`config.mk`:
```
export PLATFORM = sky130hd
export DESIGN_NAME = safety_chain_status_regs
export DESIGN_NICKNAME = d
export VERILOG_FILES = /design/src/design/status_pkg.sv /design/src/design/status_word_if.sv /design/src/design/status_word_store.sv /design/src/design/safety_chain_status_regs.sv
export SDC_FILE = /design/constraint.sdc
export NUM_CORES = 1
export LEC_CHECK = 0
export ABC_AREA = 0
export BUFFER_PORTS_ARGS = -buffer_cell sky130_fd_sc_hd__buf_2
export CAP_MARGIN = 10
export CORE_ASPECT_RATIO = 0.6
export CORE_MARGIN = 1.5
export CORE_UTILIZATION = 50
export DETAILED_ROUTE_END_ITERATION = 8
export PLACE_DENSITY = 0.8
export SYNTH_ARGS = -nofsm -noshare
export SYNTH_HDL_FRONTEND = slang
export SYNTH_SLANG_ARGS = --single-unit
```
`constraint.sdc`:
```
create_clock -name i_sys_clk -period 2.6 [get_ports i_sys_clk]
set_input_delay 0.13 -clock i_sys_clk [delete_from_list [all_inputs] [get_ports i_sys_clk]]
set_output_delay 0.13 -clock i_sys_clk [all_outputs]
set_load 0.005 [all_outputs]
```
`src/design/status_pkg.sv`:
```
package status_pkg;
  localparam logic [15:0] ADDR_GUARD_LOW = 16'h0001;
  localparam logic [15:0] ADDR_GUARD_HIGH = 16'h0002;
  localparam logic [15:0] ADDR_FAULT_POS = 16'h0003;
  localparam logic [15:0] ADDR_SW_COUNT = 16'h0004;
  localparam logic [7:0] FUNC_READ_HOLDING = 8'h03;
  localparam logic [15:0] WORD_RESET = 16'h0000;
  localparam int NUM_SWITCHES = 20;
  localparam int CLK_HZ = 100_000_000;
  localparam int FRAME_TIMEOUT_S = 3;
  localparam longint FRAME_TIMEOUT_CYC = longint'(FRAME_TIMEOUT_S) * longint'(CLK_HZ);
  localparam int INIT_CYCLES = 7;
  typedef enum logic [1:0] {
    ST_INIT = 2'b00,
    ST_RUN = 2'b01,
    ST_ERROR = 2'b10
  } mode_t;
endpackage : status_pkg

```
`src/design/status_word_if.sv`:
```
interface status_word_if;
  logic [15:0] guard_low;
  logic [15:0] guard_high;
  logic [15:0] fault_pos;
  logic [15:0] sw_count;
  modport source (output guard_low, output guard_high, output fault_pos, output sw_count);
  modport sink (input guard_low, input guard_high, input fault_pos, input sw_count);
endinterface : status_word_if

```
`src/design/status_word_store.sv`:
```
module status_word_store (
  input wire logic i_sys_clk,
  input wire logic i_rstn,
  input wire logic i_load,
  input wire logic i_error,
  input wire logic [19:0] i_closed,
  input wire logic [4:0] i_fault_pos,
  input wire logic i_count_load,
  input wire logic [4:0] i_count,
  status_word_if.source words
);
  logic [15:0] guard_low;
  logic [15:0] guard_high;
  logic [15:0] fault_pos;
  logic [15:0] sw_count;
  wire [19:0] shown_closed = i_error ? 20'h0_0000 : i_closed;
  always_ff @(posedge i_sys_clk or negedge i_rstn) begin
    if (!i_rstn) begin
      guard_low <= status_pkg::WORD_RESET;
      guard_high <= status_pkg::WORD_RESET;
      fault_pos <= status_pkg::WORD_RESET;
      sw_count <= status_pkg::WORD_RESET;
    end else begin
      if (i_load || i_error) begin
        guard_low <= shown_closed[15:0];
        guard_high <= {12'h000, shown_closed[19:16]};
        fault_pos <= {11'h000, i_fault_pos};
      end
      if (i_count_load) begin
        sw_count <= {11'h000, i_count};
      end
    end
  end
  assign words.guard_low = guard_low;
  assign words.guard_high = guard_high;
  assign words.fault_pos = fault_pos;
  assign words.sw_count = sw_count;
endmodule : status_word_store

```
`src/design/safety_chain_status_regs.sv`:
```
module safety_chain_status_regs #(
  parameter longint TIMEOUT_CYC = status_pkg::FRAME_TIMEOUT_CYC
) (
  input wire logic i_sys_clk,
  input wire logic i_rstn,
  input wire logic [4:0] i_dip_count,
  input wire logic i_frame_valid,
  input wire logic i_frame_bad,
  input wire logic [19:0] i_frame_closed,
  input wire logic [4:0] i_frame_fault_pos,
  input wire logic i_req_valid,
  input wire logic [7:0] i_req_func,
  input wire logic [15:0] i_req_addr,
  output logic o_rsp_valid,
  output logic o_rsp_exception,
  output logic [15:0] o_rsp_data,
  output logic o_error_mode
);

  // Words live in the store; this module decodes and answers
  status_word_if words();

  // Operating mode
  status_pkg::mode_t mode;
  status_pkg::mode_t next_mode;
  logic error_mode;

  // DIP pins come from outside the clock domain
  logic [2:0] dip_sync [0:4];
  logic [4:0] dip_stable;

  // Start-up delay and frame watchdog
  logic [2:0] init_cnt;
  logic [2:0] next_init_cnt;
  logic [31:0] timer;
  logic [31:0] next_timer;
  logic [31:0] timer_limit;

  // Response registers
  logic rsp_valid;
  logic rsp_exception;
  logic [15:0] rsp_data;
  logic next_rsp_exception;
  logic [15:0] next_rsp_data;

  // Named decode wires
  logic init_done;
  logic timed_out;
  logic frame_ok;
  logic frame_fail;
  logic frame_lost;
  logic in_init;
  logic in_run;
  logic in_error;
  logic entering_error;
  logic store_load;
  logic store_error;
  logic count_load;
  logic func_ok;
  logic addr_ok;
  logic req_ok;
  logic [15:0] sel_word;

  // Three-stage sync; value accepted when stages two and three agree
  genvar g;
  generate
    for (g = 0; g < 5; g++) begin : g_dip
      wire dip_agree = dip_sync[g][2] == dip_sync[g][1];
      always_ff @(posedge i_sys_clk or negedge i_rstn) begin
        if (!i_rstn) begin
          dip_sync[g] <= 3'h0;
        end else begin
          dip_sync[g] <= {dip_sync[g][1:0], i_dip_count[g]};
        end
      end
      always_ff @(posedge i_sys_clk or negedge i_rstn) begin
        if (!i_rstn) begin
          dip_stable[g] <= 1'b0;
        end else if (dip_agree) begin
          dip_stable[g] <= dip_sync[g][2];
        end
      end
    end
  endgenerate

  // Map decode for the exception flag and the data path
  function automatic logic in_map(input logic [15:0] addr);
    in_map = addr >= status_pkg::ADDR_GUARD_LOW && addr <= status_pkg::ADDR_SW_COUNT;
  endfunction : in_map

  function automatic logic [15:0] read_word(input logic [15:0] addr, input logic [15:0] w1,
    input logic [15:0] w2, input logic [15:0] w3, input logic [15:0] w4);
    case (addr)
      status_pkg::ADDR_GUARD_LOW: read_word = w1;
      status_pkg::ADDR_GUARD_HIGH: read_word = w2;
      status_pkg::ADDR_FAULT_POS: read_word = w3;
      status_pkg::ADDR_SW_COUNT: read_word = w4;
      default: read_word = 16'h0000;
    endcase
  endfunction : read_word

  // Mode and frame decode
  assign in_init = mode == status_pkg::ST_INIT;
  assign in_run = mode == status_pkg::ST_RUN;
  assign in_error = mode == status_pkg::ST_ERROR;
  // Init waits so the sync chain has settled before capture
  assign init_done = init_cnt == 3'(status_pkg::INIT_CYCLES);
  assign frame_ok = i_frame_valid && !i_frame_bad;
  assign frame_fail = i_frame_valid && i_frame_bad;
  // Watchdog fires only on a frameless cycle, so a late frame still counts
  assign timer_limit = 32'(TIMEOUT_CYC) - 32'h0000_0001;
  assign timed_out = timer >= timer_limit;
  assign frame_lost = timed_out && !i_frame_valid;
  assign entering_error = next_mode == status_pkg::ST_ERROR;

  // Word store control
  assign store_load = frame_ok && in_run;
  // Zeroing starts in the entry cycle, so no stale guard bit is readable
  assign store_error = in_error || entering_error;
  assign count_load = in_init && init_done;

  // Request decode
  assign func_ok = i_req_func == status_pkg::FUNC_READ_HOLDING;
  assign addr_ok = in_map(i_req_addr);
  assign req_ok = i_req_valid && func_ok && addr_ok;
  assign sel_word = read_word(i_req_addr, words.guard_low, words.guard_high, words.fault_pos, words.sw_count);
  assign next_rsp_exception = i_req_valid && !(func_ok && addr_ok);
  assign next_rsp_data = req_ok ? sel_word : 16'h0000;

  // Mode sequencing; error is blocking, only reset leaves it
  always_comb begin
    next_mode = mode;
    case (mode)
      status_pkg::ST_INIT: begin
        if (init_done) begin
          next_mode = status_pkg::ST_RUN;
        end
      end
      status_pkg::ST_RUN: begin
        if (frame_fail || frame_lost) begin
          next_mode = status_pkg::ST_ERROR;
        end
      end
      status_pkg::ST_ERROR: begin
        next_mode = status_pkg::ST_ERROR;
      end
      default: begin
        next_mode = status_pkg::ST_INIT;
      end
    endcase
  end

  // Init counter parks at its end value
  always_comb begin
    next_init_cnt = init_cnt;
    if (!init_done) begin
      next_init_cnt = init_cnt + 3'h1;
    end
  end

  // Timer restarts on every frame and rests outside run
  always_comb begin
    next_timer = timer;
    if (!in_run || i_frame_valid) begin
      next_timer = 32'h0000_0000;
    end else if (!timed_out) begin
      next_timer = timer + 32'h0000_0001;
    end
  end

  always_ff @(posedge i_sys_clk or negedge i_rstn) begin
    if (!i_rstn) begin
      mode <= status_pkg::ST_INIT;
    end else begin
      mode <= next_mode;
    end
  end

  always_ff @(posedge i_sys_clk or negedge i_rstn) begin
    if (!i_rstn) begin
      init_cnt <= 3'h0;
    end else begin
      init_cnt <= next_init_cnt;
    end
  end

  always_ff @(posedge i_sys_clk or negedge i_rstn) begin
    if (!i_rstn) begin
      timer <= 32'h0000_0000;
    end else begin
      timer <= next_timer;
    end
  end

  // Own flop so the pin never shows decode glitches
  always_ff @(posedge i_sys_clk or negedge i_rstn) begin
    if (!i_rstn) begin
      error_mode <= 1'b0;
    end else begin
      error_mode <= entering_error;
    end
  end

  status_word_store u_store (
    .i_sys_clk(i_sys_clk),
    .i_rstn(i_rstn),
    .i_load(store_load),
    .i_error(store_error),
    .i_closed(i_frame_closed),
    .i_fault_pos(i_frame_fault_pos),
    .i_count_load(count_load),
    .i_count(dip_stable),
    .words(words)
  );

  always_ff @(posedge i_sys_clk or negedge i_rstn) begin
    if (!i_rstn) begin
      rsp_valid <= 1'b0;
    end else begin
      rsp_valid <= i_req_valid;
    end
  end

  always_ff @(posedge i_sys_clk or negedge i_rstn) begin
    if (!i_rstn) begin
      rsp_exception <= 1'b0;
    end else begin
      rsp_exception <= next_rsp_exception;
    end
  end

  always_ff @(posedge i_sys_clk or negedge i_rstn) begin
    if (!i_rstn) begin
      rsp_data <= 16'h0000;
    end else begin
      rsp_data <= next_rsp_data;
    end
  end

  assign o_rsp_valid = rsp_valid;
  assign o_rsp_exception = rsp_exception;
  assign o_rsp_data = rsp_data;
  assign o_error_mode = error_mode;
endmodule : safety_chain_status_regs

```
# Yosys cells after proc, flatten, opt, wreduce, memory -nomap -nowiden
# Cells that the tools add are included.
word_totals:
  inputBits: 59
  out_inout_bits: 19
  word_cells: 68
  reg_bits: 106
op_classes:
  eq_ne: 15
  mux: 8
  add_sub_neg: 2
  n_reduce_logical: 19
  magnitude_cmp: 3
ops:
  columns: ["operator", "n"]
  rows:
  - ["two-way mux 32 bit", 2]
  - ["case mux 16 bit (4 select lines)", 1]
  - ["adder 32 x 1 -> 32 bit (second input constant)", 1]
  - ["== test 16 x 2 -> 1 bit (second input constant)", 2]
  - ["greater-or-equal comparator 32 x 29 -> 1 bit (second input constant)", 1]
  - ["two-way mux 20 bit", 1]
  - ["== test 16 x 1 -> 1 bit (second input constant)", 1]
  - ["== test 16 x 3 -> 1 bit (second input constant)", 1]
  - ["greater-or-equal comparator 16 x 1 -> 1 bit (second input constant)", 1]
  - ["less-or-equal comparator 16 x 3 -> 1 bit (second input constant)", 1]
  - ["two-way mux 16 bit", 1]
  - ["logical AND 1 bit", 10]
  - ["== test 8 x 2 -> 1 bit (second input constant)", 1]
  - ["case mux 2 bit (3 select lines)", 1]
  - ["== test 1 bit", 5]
  - ["== test 2 bit (second input constant)", 2]
  - ["zero test 1 bit", 4]
  - ["logical OR 1 bit", 4]
  - ["two-way mux 2 bit", 2]
  - ["adder 3 x 1 -> 3 bit (second input constant)", 1]
  - ["== test 3 bit (second input constant)", 1]
  - ["== test 2 x 1 -> 1 bit (second input constant)", 1]
  - ["zero test 2 bit", 1]
  - ["inequality test 2 x 1 -> 1 bit (second input constant)", 1]

# Depth between registers and ports, before layout
# Gate-level depths: netlist of the first run.
depth:
  depth_word: 8
  depth_mapped: 9
  mapped_depth_nobuf: 7

# Modules after synthesis
# Synthesis of the first run repeated with hierarchy kept, for this count alone.
unflattened:
  cells_unflattened: 469
  area_unflattened_um2: 5144.9
by_module_without_submodules:
  columns: ["module", "area_each_um2", "seq_area_each_um2", "cells_per_inst", "n_inst"]
  rows:
  - ["safety_chain_status_regs", 3706.1, 1901.8, 349, 1]
  - ["status_word_store", 1438.9, 750.7, 120, 1]

# Worst setup path before layout of the first run
# Ideal clock, no wire load.
synth_path:
  path_type: "flip-flop to flip-flop"
  from: "register timer[18]"
  to: "register timer[19]"
  arrival_time_ns: 2.566
  path_slack_ns: -0.032
  n_path_buf: 1
  stages_incl_launch_ff: 8
  t_required_ns: 2.534
  synth_period_minus_slack_ns: 2.632
  setup_time_ns: 0.066
  cell_sequence: "dfrtp_1 -> or4_1 -> and4_4 -> or4_4 -> buf_6 -> or3_4 -> or4_1 -> nand2_1"
synth_via:
  elab_chain_len: 3
  word_cells_on_any_way: 5
  classes_between: "add/sub (1); order compare (1); eq/ne (1); mux (2)"
synth_lines:
  columns: ["element", "line", "rtl"]
  rows:
  - ["start: declaration", "safety_chain_status_regs.sv:35", "logic [31:0] timer;"]
  - ["start signal: assignment", "safety_chain_status_regs.sv:191", "timer <= next_timer;"]
  - ["adder 32 x 1 -> 32 bit", "safety_chain_status_regs.sv:167", "next_timer = timer + 32'h0000_0001;"]
  - ["two-way mux 32 bit", "safety_chain_status_regs.sv:166", "end else if (!timed_out) begin"]
  - ["two-way mux 32 bit", "safety_chain_status_regs.sv:164", "if (!in_run || i_frame_valid) begin"]
# Several ways; a longest one is shown, not always the timed one. The select of a mux whose other input is x is not followed.
# A chain may end at the register's enable or synchronous reset.

# Final worst setup path of the first run
layout_path:
  from: "register timer[20]"
  to: "register timer[19]"
layout_via:
  elab_chain_len: 2
layout_lines:
  columns: ["element", "line", "rtl"]
  rows:
  - ["greater-or-equal comparator 32 x 29 -> 1 bit", "safety_chain_status_regs.sv:112", "assign timed_out = timer >= timer_limit;"]
  - ["inequality test 2 x 1 -> 1 bit (no line)", null, null]
# Every way passes these cells.

==> results of run 1 <==
area by class of cell:
cell class                      count  area, um^2
Timing Repair Buffer              105       648.1
Tap cell                          112       140.1
Clock inverter                      7       85.08
Multi-Input combinational cell    257        1712
Inverter                            6       22.52
Fill cell                         659        3103
Clock buffer                        9       225.2
Sequential cell                   106        2653
metal layers:
| metal | GRT usage | up-vias |
|---|---|---|
| li1 | - | 1578 |
| met1 | 0.3172 | 1673 |
| met2 | 0.3191 | 166 |
| met3 | 0.05407 | 17 |
| met4 | 0.06250 | 0 |
| met5 | 0 | - |
Yosys cell counts (3+ instances only):
cell / instances / area [um^2]
ha_1: 3 / 37.54
nor4_1: 9 / 56.30
dfrtp_1: 106 / 2653
nor3_1: 15 / 75.07
inv_1: 6 / 22.52
and4_1: 3 / 26.28
a222oi_1: 4 / 40.04
maj3_1: 5 / 50.05
xnor2_1: 23 / 201.4
a22oi_1: 5 / 37.54
o21ai_0: 10 / 50.05
a22o_1: 24 / 210.2
a31oi_1: 3 / 18.77
clkbuf_1: 13 / 48.80
nand4_1: 7 / 43.79
nand3_1: 8 / 40.04
nand2_1: 20 / 75.07
nor4b_1: 3 / 26.28
a21oi_1: 5 / 25.02
nor2_1: 47 / 176.4
mux2i_1: 5 / 50.05
and2_1: 17 / 106.4
or3_1: 3 / 18.77
mux2_2: 7 / 78.83
path summary, 6_finish.rpt:
kind,cells past startpoint,end
max in group asynchronous,3,u_store.words.guard_low[3]
max reg2reg,6,timer[19]
max,6,timer[19]
min in group asynchronous,2,timer[1]
min reg2reg,0,dip_sync[1]
min,2,u_store.words.guard_low[5]
cells by family after synthesis:
group | after synthesis | share of synthesized area
simple gates | 152 | 0.1810
flops | 106 | 0.5920
compound gates | 60 | 0.1030
xor+xnor | 25 | 0.04887
buf+inv | 23 | 0.02681
mux | 12 | 0.02876
fa+ha+maj | 8 | 0.01955
cells in the final DEF (no fill, tap or decap), drive strengths merged, types with 7 or more instances in the layout:
master	synthesis	routed
nand3	8	8
buf	2	90
dlygate4sd3	0	15
mux2	7	7
o21ai	10	10
dfrtp	106	106
and2	17	17
inv	6	10
nand4	7	7
nor3	15	15
nor2	47	47
nor4	9	9
nand2	20	20
a22o	24	24
xnor2	23	23
clkbuf	14	9
power by group:
part           leakage, nW  internal (W)  switching, W
registers             1.38       0.00193      0.000198
logic                0.936      0.000367      0.000419
clock network        0.152      0.000769      0.000642
total                 2.46       0.00307       0.00126
per-stage QoR:
step,setup WS [ns],setup TNS (ns),area [um^2],hold WS (ns)
after detailed placement,0.08333,0,5014,0.2115
after global routing,-0.003321,-0.003321,5485,0.001562
after floorplan,0.02262,0,4481,-0.1656
after global placement,0.09764,0,5014,0.2122
after CTS,0.05510,0,5474,0.0004955
final,0.06666,0,5485,0.006460
registers in the layout, summed over array words and instances, names as in the netlist, 2 cells and up:
name / flops
dip_stable: 5
dip_sync: 15
init_cnt: 3
mode: 2
o_rsp_data: 16
timer: 32
u_store.words.fault_pos: 5
u_store.words.guard_high: 4
u_store.words.guard_low: 16
u_store.words.sw_count: 5
repair_timing:
item	in CTS	in global routing
hold buffers	15	0
resized for setup	0	2
buffers inserted	0	1
endpoints found under the setup margin	0	2
hold endpoints to repair	65	0
==> impl_metrics.py, run 1 <==
metrics = {
    "run_status": {
        "status": "finished clean",
    },
    "grt": {
        "grtUsageTotal": 0.2156,
        "overflow": 0,
        "grt_pass1_wl_um": 16210,
        "grt_pass1_vias": 3181,
        "antenna_found_initial": 0,
        "grt_max_degree": 56,
    },
    "critical_path": {
        "r2r_start": "timer[20]",
        "crit_buf_inv": 0,
        "cp.arrival_ns": 2.83,
        "critPathMaxFanout": 4,
        "worstSetupStartpointType": "flip-flop",
        "end_kind": "flip-flop",
        "criticalPathCategory": "reg2reg",
        "cp_common_cell": "or4_4",
        "cp_cell_sequence": "or4_4, and4_4, or4_4, or3_4, or4_1, nand2_1",
        "critPathMaxStageDelay_ns": 0.54,
        "r2r_slack_ns": 0.07,
        "slowest_stage": "or4_4",
        "crit_path_start": "timer[20]",
        "critPathTopFamily": "simple AND/OR/NAND/NOR gates",
        "cp.required_ns": 2.89,
    },
    "cells_and_area": {
        "area_delta_synth_final_pct": 22.42,
        "utilization": 0.6387,
        "fin_nets": 547,
        "drive_gt1_frac": 0.2551,
        "fin_cells": 602,
        "diodes": 0,
    },
    "floorplanning": {
        "io_pins": 78,
        "initial_core_util": 0.5217,
        "fp.dieW_um": 125.2,
        "fp.dieArea_um2": 9557,
        "die_h_um": 76.33,
        "core_um2": 8588,
        "rows": 26,
    },
    "timing": {
        "setup_violations": 0,
        "fmax_mhz": 394.7,
        "hold_viol_final": 0,
        "worst_pin_slew_ns": 0.9664,
        "max_slew_margin": 0.3469,
        "period_minus_slack_ns": 2.533,
        "fin_crit_sh": 0.9744,
        "drv_slew": 0,
        "fin_skew_ns": 0.007815,
    },
    "route": {
        "wl_um": 9989,
        "via_count": 3434,
        "via_per_inst": 5.704,
        "postRouteAntennaNets": 0,
        "drt_iter0_markers": 345,
        "wl_met3_um": 765,
        "routed.top_layer": "met4",
        "wire_per_inst_um": 16.59,
        "wl_met1_um": 4579,
        "dr.pass1.iters": 6,
        "remaining_drc_errors": 0,
        "met2WireLength_um": 4486,
    },
    "synth": {
        "synth_cells": 386,
        "synth.distinct_cells": 52,
        "syn_avg_cell_area_um2": 11.61,
        "synth-edff-count": 0,
        "synth_flop_cell": "dfrtp_1",
        "synth_fp_nets": 448,
        "synth_warnings": 0,
        "ys_async_sr_fraction": 1.000,
        "syn-cell-area_um2": 4481,
        "ys_seq_area_frac": 0.5920,
        "synth_seq_cells": 106,
    },
    "run": {
        "max_cap_violations": 0,
    },
    "clocking": {
        "clkTransAtPathRegs_ns": 0.08,
        "htreeDepth": 3,
        "cts_buffers": 9,
        "cts_tree": "done",
        "insertion_delay_ns": 0.35,
        "clockRootBuffer": "clkbuf_16",
        "clockBufferDepth": 2,
        "cts.sinks": 106,
    },
    "pwr": {
        "powerDensity_nw_per_um2": 789.3,
        "power_leakage_nw": 2.463,
        "finalPower_w": 0.004330,
        "ir_drop_mv": 0.4720,
    },
    "worst_hold_path": {
        "hold_class": "in2reg",
        "min_from": "i_frame_closed[5]",
    },
    "placed_design": {
        "portBuffers": 77,
        "dp.cells": 570,
        "dp_hpwl_um": 6667,
        "place.gp.congestion": 0.9048,
    },
}
Power figures use the tool's default switching activity.
==> run 2, diff against run 1 <==
CORE_ASPECT_RATIO = 2   (was 0.6)
==> run 2 against run 1 <==
  * Combinational power down 3.3%
  * Global-route usage shrank 0.37 points
  * Largest power group unchanged
  * Setup slack got worse by 0.0062 ns
  * Largest cell class unchanged
==> impl_metrics.py, run 2 (synthesis gave the netlist of run 1 again) <==
metrics = {
    "timing": {
        "hold_viol_final": 0,
        "rsz0062_at_grt": "false",
        "period_minus_slack_ns": 2.540,
        "fin_crit_sh": 0.9767,
        "setup_violations": 0,
        "worst_pin_slew_ns": 0.8374,
        "fin_setup_tns_ns": 0,
        "drv_slew": 0,
        "fmax_mhz": 393.8,
        "fin_skew_ns": 0.009512,
        "max_slew_margin": 0.4341,
    },
    "route": {
        "via_count": 3383,
        "postRouteAntennaNets": 0,
        "remaining_drc_errors": 0,
        "dr.pass1.iters": 4,
        "wire_per_inst_um": 16.49,
        "wl_um": 9661,
        "via_per_inst": 5.773,
        "drt_iter0_markers": 224,
    },
    "clocking": {
        "htreeDepth": 3,
        "clkTransAtPathRegs_ns": 0.07,
        "clockRootBuffer": "clkbuf_16",
        "clockBufferDepth": 2,
        "cts.sinks": 106,
        "cts_tree": "done",
        "insertion_delay_ns": 0.35,
        "cts_buffers": 9,
    },
    "grt": {
        "met3_usage": 0.04050,
        "use_met1": 0.2161,
        "grtUsageMet2": 0.4037,
        "grt_pass1_wl_um": 15730,
        "grt_pass1_vias": 3428,
        "top_usage_layer": "met2",
        "overflow": 0,
        "grtUsageTotal": 0.2119,
        "grt_max_degree": 53,
        "antenna_found_initial": 0,
    },
    "placed_design": {
        "dp.cells": 560,
        "place.gp.congestion": 0.9410,
        "portBuffers": 77,
        "dp_hpwl_um": 7138,
    },
    "floorplanning": {
        "fp.dieArea_um2": 9572,
        "initial_core_util": 0.5181,
        "core_um2": 8648,
        "fp.dieW_um": 69.94,
        "rows": 48,
        "io_pins": 78,
        "die_h_um": 136.9,
    },
    "cells_and_area": {
        "layout_common_cells": "dfrtp_1 (106), buf_2 (76), nor2_1 (47)",
        "area_delta_synth_final_pct": 20.27,
        "utilization": 0.6231,
        "fin_nets": 543,
        "fillers": 701,
        "top_register": "timer",
        "diodes": 0,
        "largest_register_ffs": 32,
        "layout_commonest_cell": "dfrtp_1",
        "fin_cells": 586,
        "drive_gt1_frac": 0.2593,
    },
    "critical_path": {
        "r2r_slack_ns": 0.06,
        "critPathMaxStageDelay_ns": 0.55,
        "r2r_cells": 6,
        "crit_buf_inv": 0,
        "worstSetupStartpointType": "flip-flop",
        "end_kind": "flip-flop",
        "reg2reg_to": "timer[19]",
        "endpoint": "timer[19]",
        "critPathTopFamily": "simple AND/OR/NAND/NOR gates",
        "crit_path_start": "timer[20]",
        "cp.required_ns": 2.88,
        "cp.depth": 6,
        "cp_cell_sequence": "or4_4, and4_4, or4_4, or3_4, or4_1, nand2_1",
        "critPathMaxFanout": 4,
        "slowest_stage": "or4_4",
        "r2r_start": "timer[20]",
        "cp.arrival_ns": 2.82,
        "criticalPathCategory": "reg2reg",
        "cp_common_cell": "or4_4",
    },
    "worst_hold_path": {
        "hold_class": "in2reg",
        "min_from": "i_frame_closed[1]",
    },
    "run_status": {
        "status": "finished clean",
    },
    "pwr": {
        "powerDensity_nw_per_um2": 769.4,
        "power_leakage_nw": 2.420,
        "ir_drop_mv": 0.3944,
    },
    "run": {
        "max_cap_violations": 0,
    },
}
run 2: how the worst min path moves through the flow:
stage	end	slack [ns]	cells past startpoint
floorplan	dip_stable[0]	-0.17	0
global placement	u_store.words.fault_pos[4]	0.19	1
detailed placement	u_store.words.fault_pos[4]	0.20	1
CTS	u_store.words.guard_low[6]	0.00001	2
global route	u_store.words.guard_low[6]	0.008	2
finish	u_store.words.guard_low[1]	0.008	2
run 2: area by class of cell:
class | instances | area [um^2] | share of cell area
flip-flops and latches | 106 | 2653 | 0.4922
multi-input cells | 257 | 1718 | 0.3188
repair buffers | 101 | 593.1 | 0.1101
clock buffers | 10 | 229.0 | 0.04249
well taps | 100 | 125.1 | 0.02322
clock inverters | 6 | 48.80 | 0.009055
inverters | 6 | 22.52 | 0.004179
run 2: routing by layer:
layer	vias up	part of all wire
met1	1672	0.36
met3	24	0.051
met4	0	0.031
met2	119	0.56
met5	-	0
li1	1568	-
run 2: stage by stage:
stage / setup WS (ns) / hold WS, ns / instance area (um^2) / total power [W]
2_1_floorplan: 0.02262 / -0.1656 / 4481 / 0.002607
3_3_place_gp: 0.1011 / 0.1900 / 5001 / 0.002854
3_5_place_dp: 0.03397 / 0.1969 / 5001 / 0.002899
4_1_cts: 0.007740 / 0.00001099 / 5379 / 0.004183
5_1_grt: 0.03030 / 0.007517 / 5389 / 0.004345
6_report: 0.06048 / 0.008267 / 5389 / 0.004146
run 2: worst reg2reg max path, cell delays in order (launching register included):
cell and delay (ns):
dfrtp_1 0.40, or4_4 0.55, and4_4 0.17, or4_4 0.43, or3_4 0.36, or4_1 0.48, nand2_1 0.09
run 2: power by group:
| part | switching, W | internal [W] |
|---|---|---|
| Combinational | 0.000401 | 0.000360 |
| Sequential | 0.000191 | 0.00193 |
| Clock | 0.000600 | 0.000659 |
run 2: timing repair:
action                                  4_1_cts  5_1_grt
endpoints found under the setup margin        0        3
resized for setup                             0        2
hold endpoints to repair                     59        0
setup buffers                                 0        0
hold buffers                                 10        0
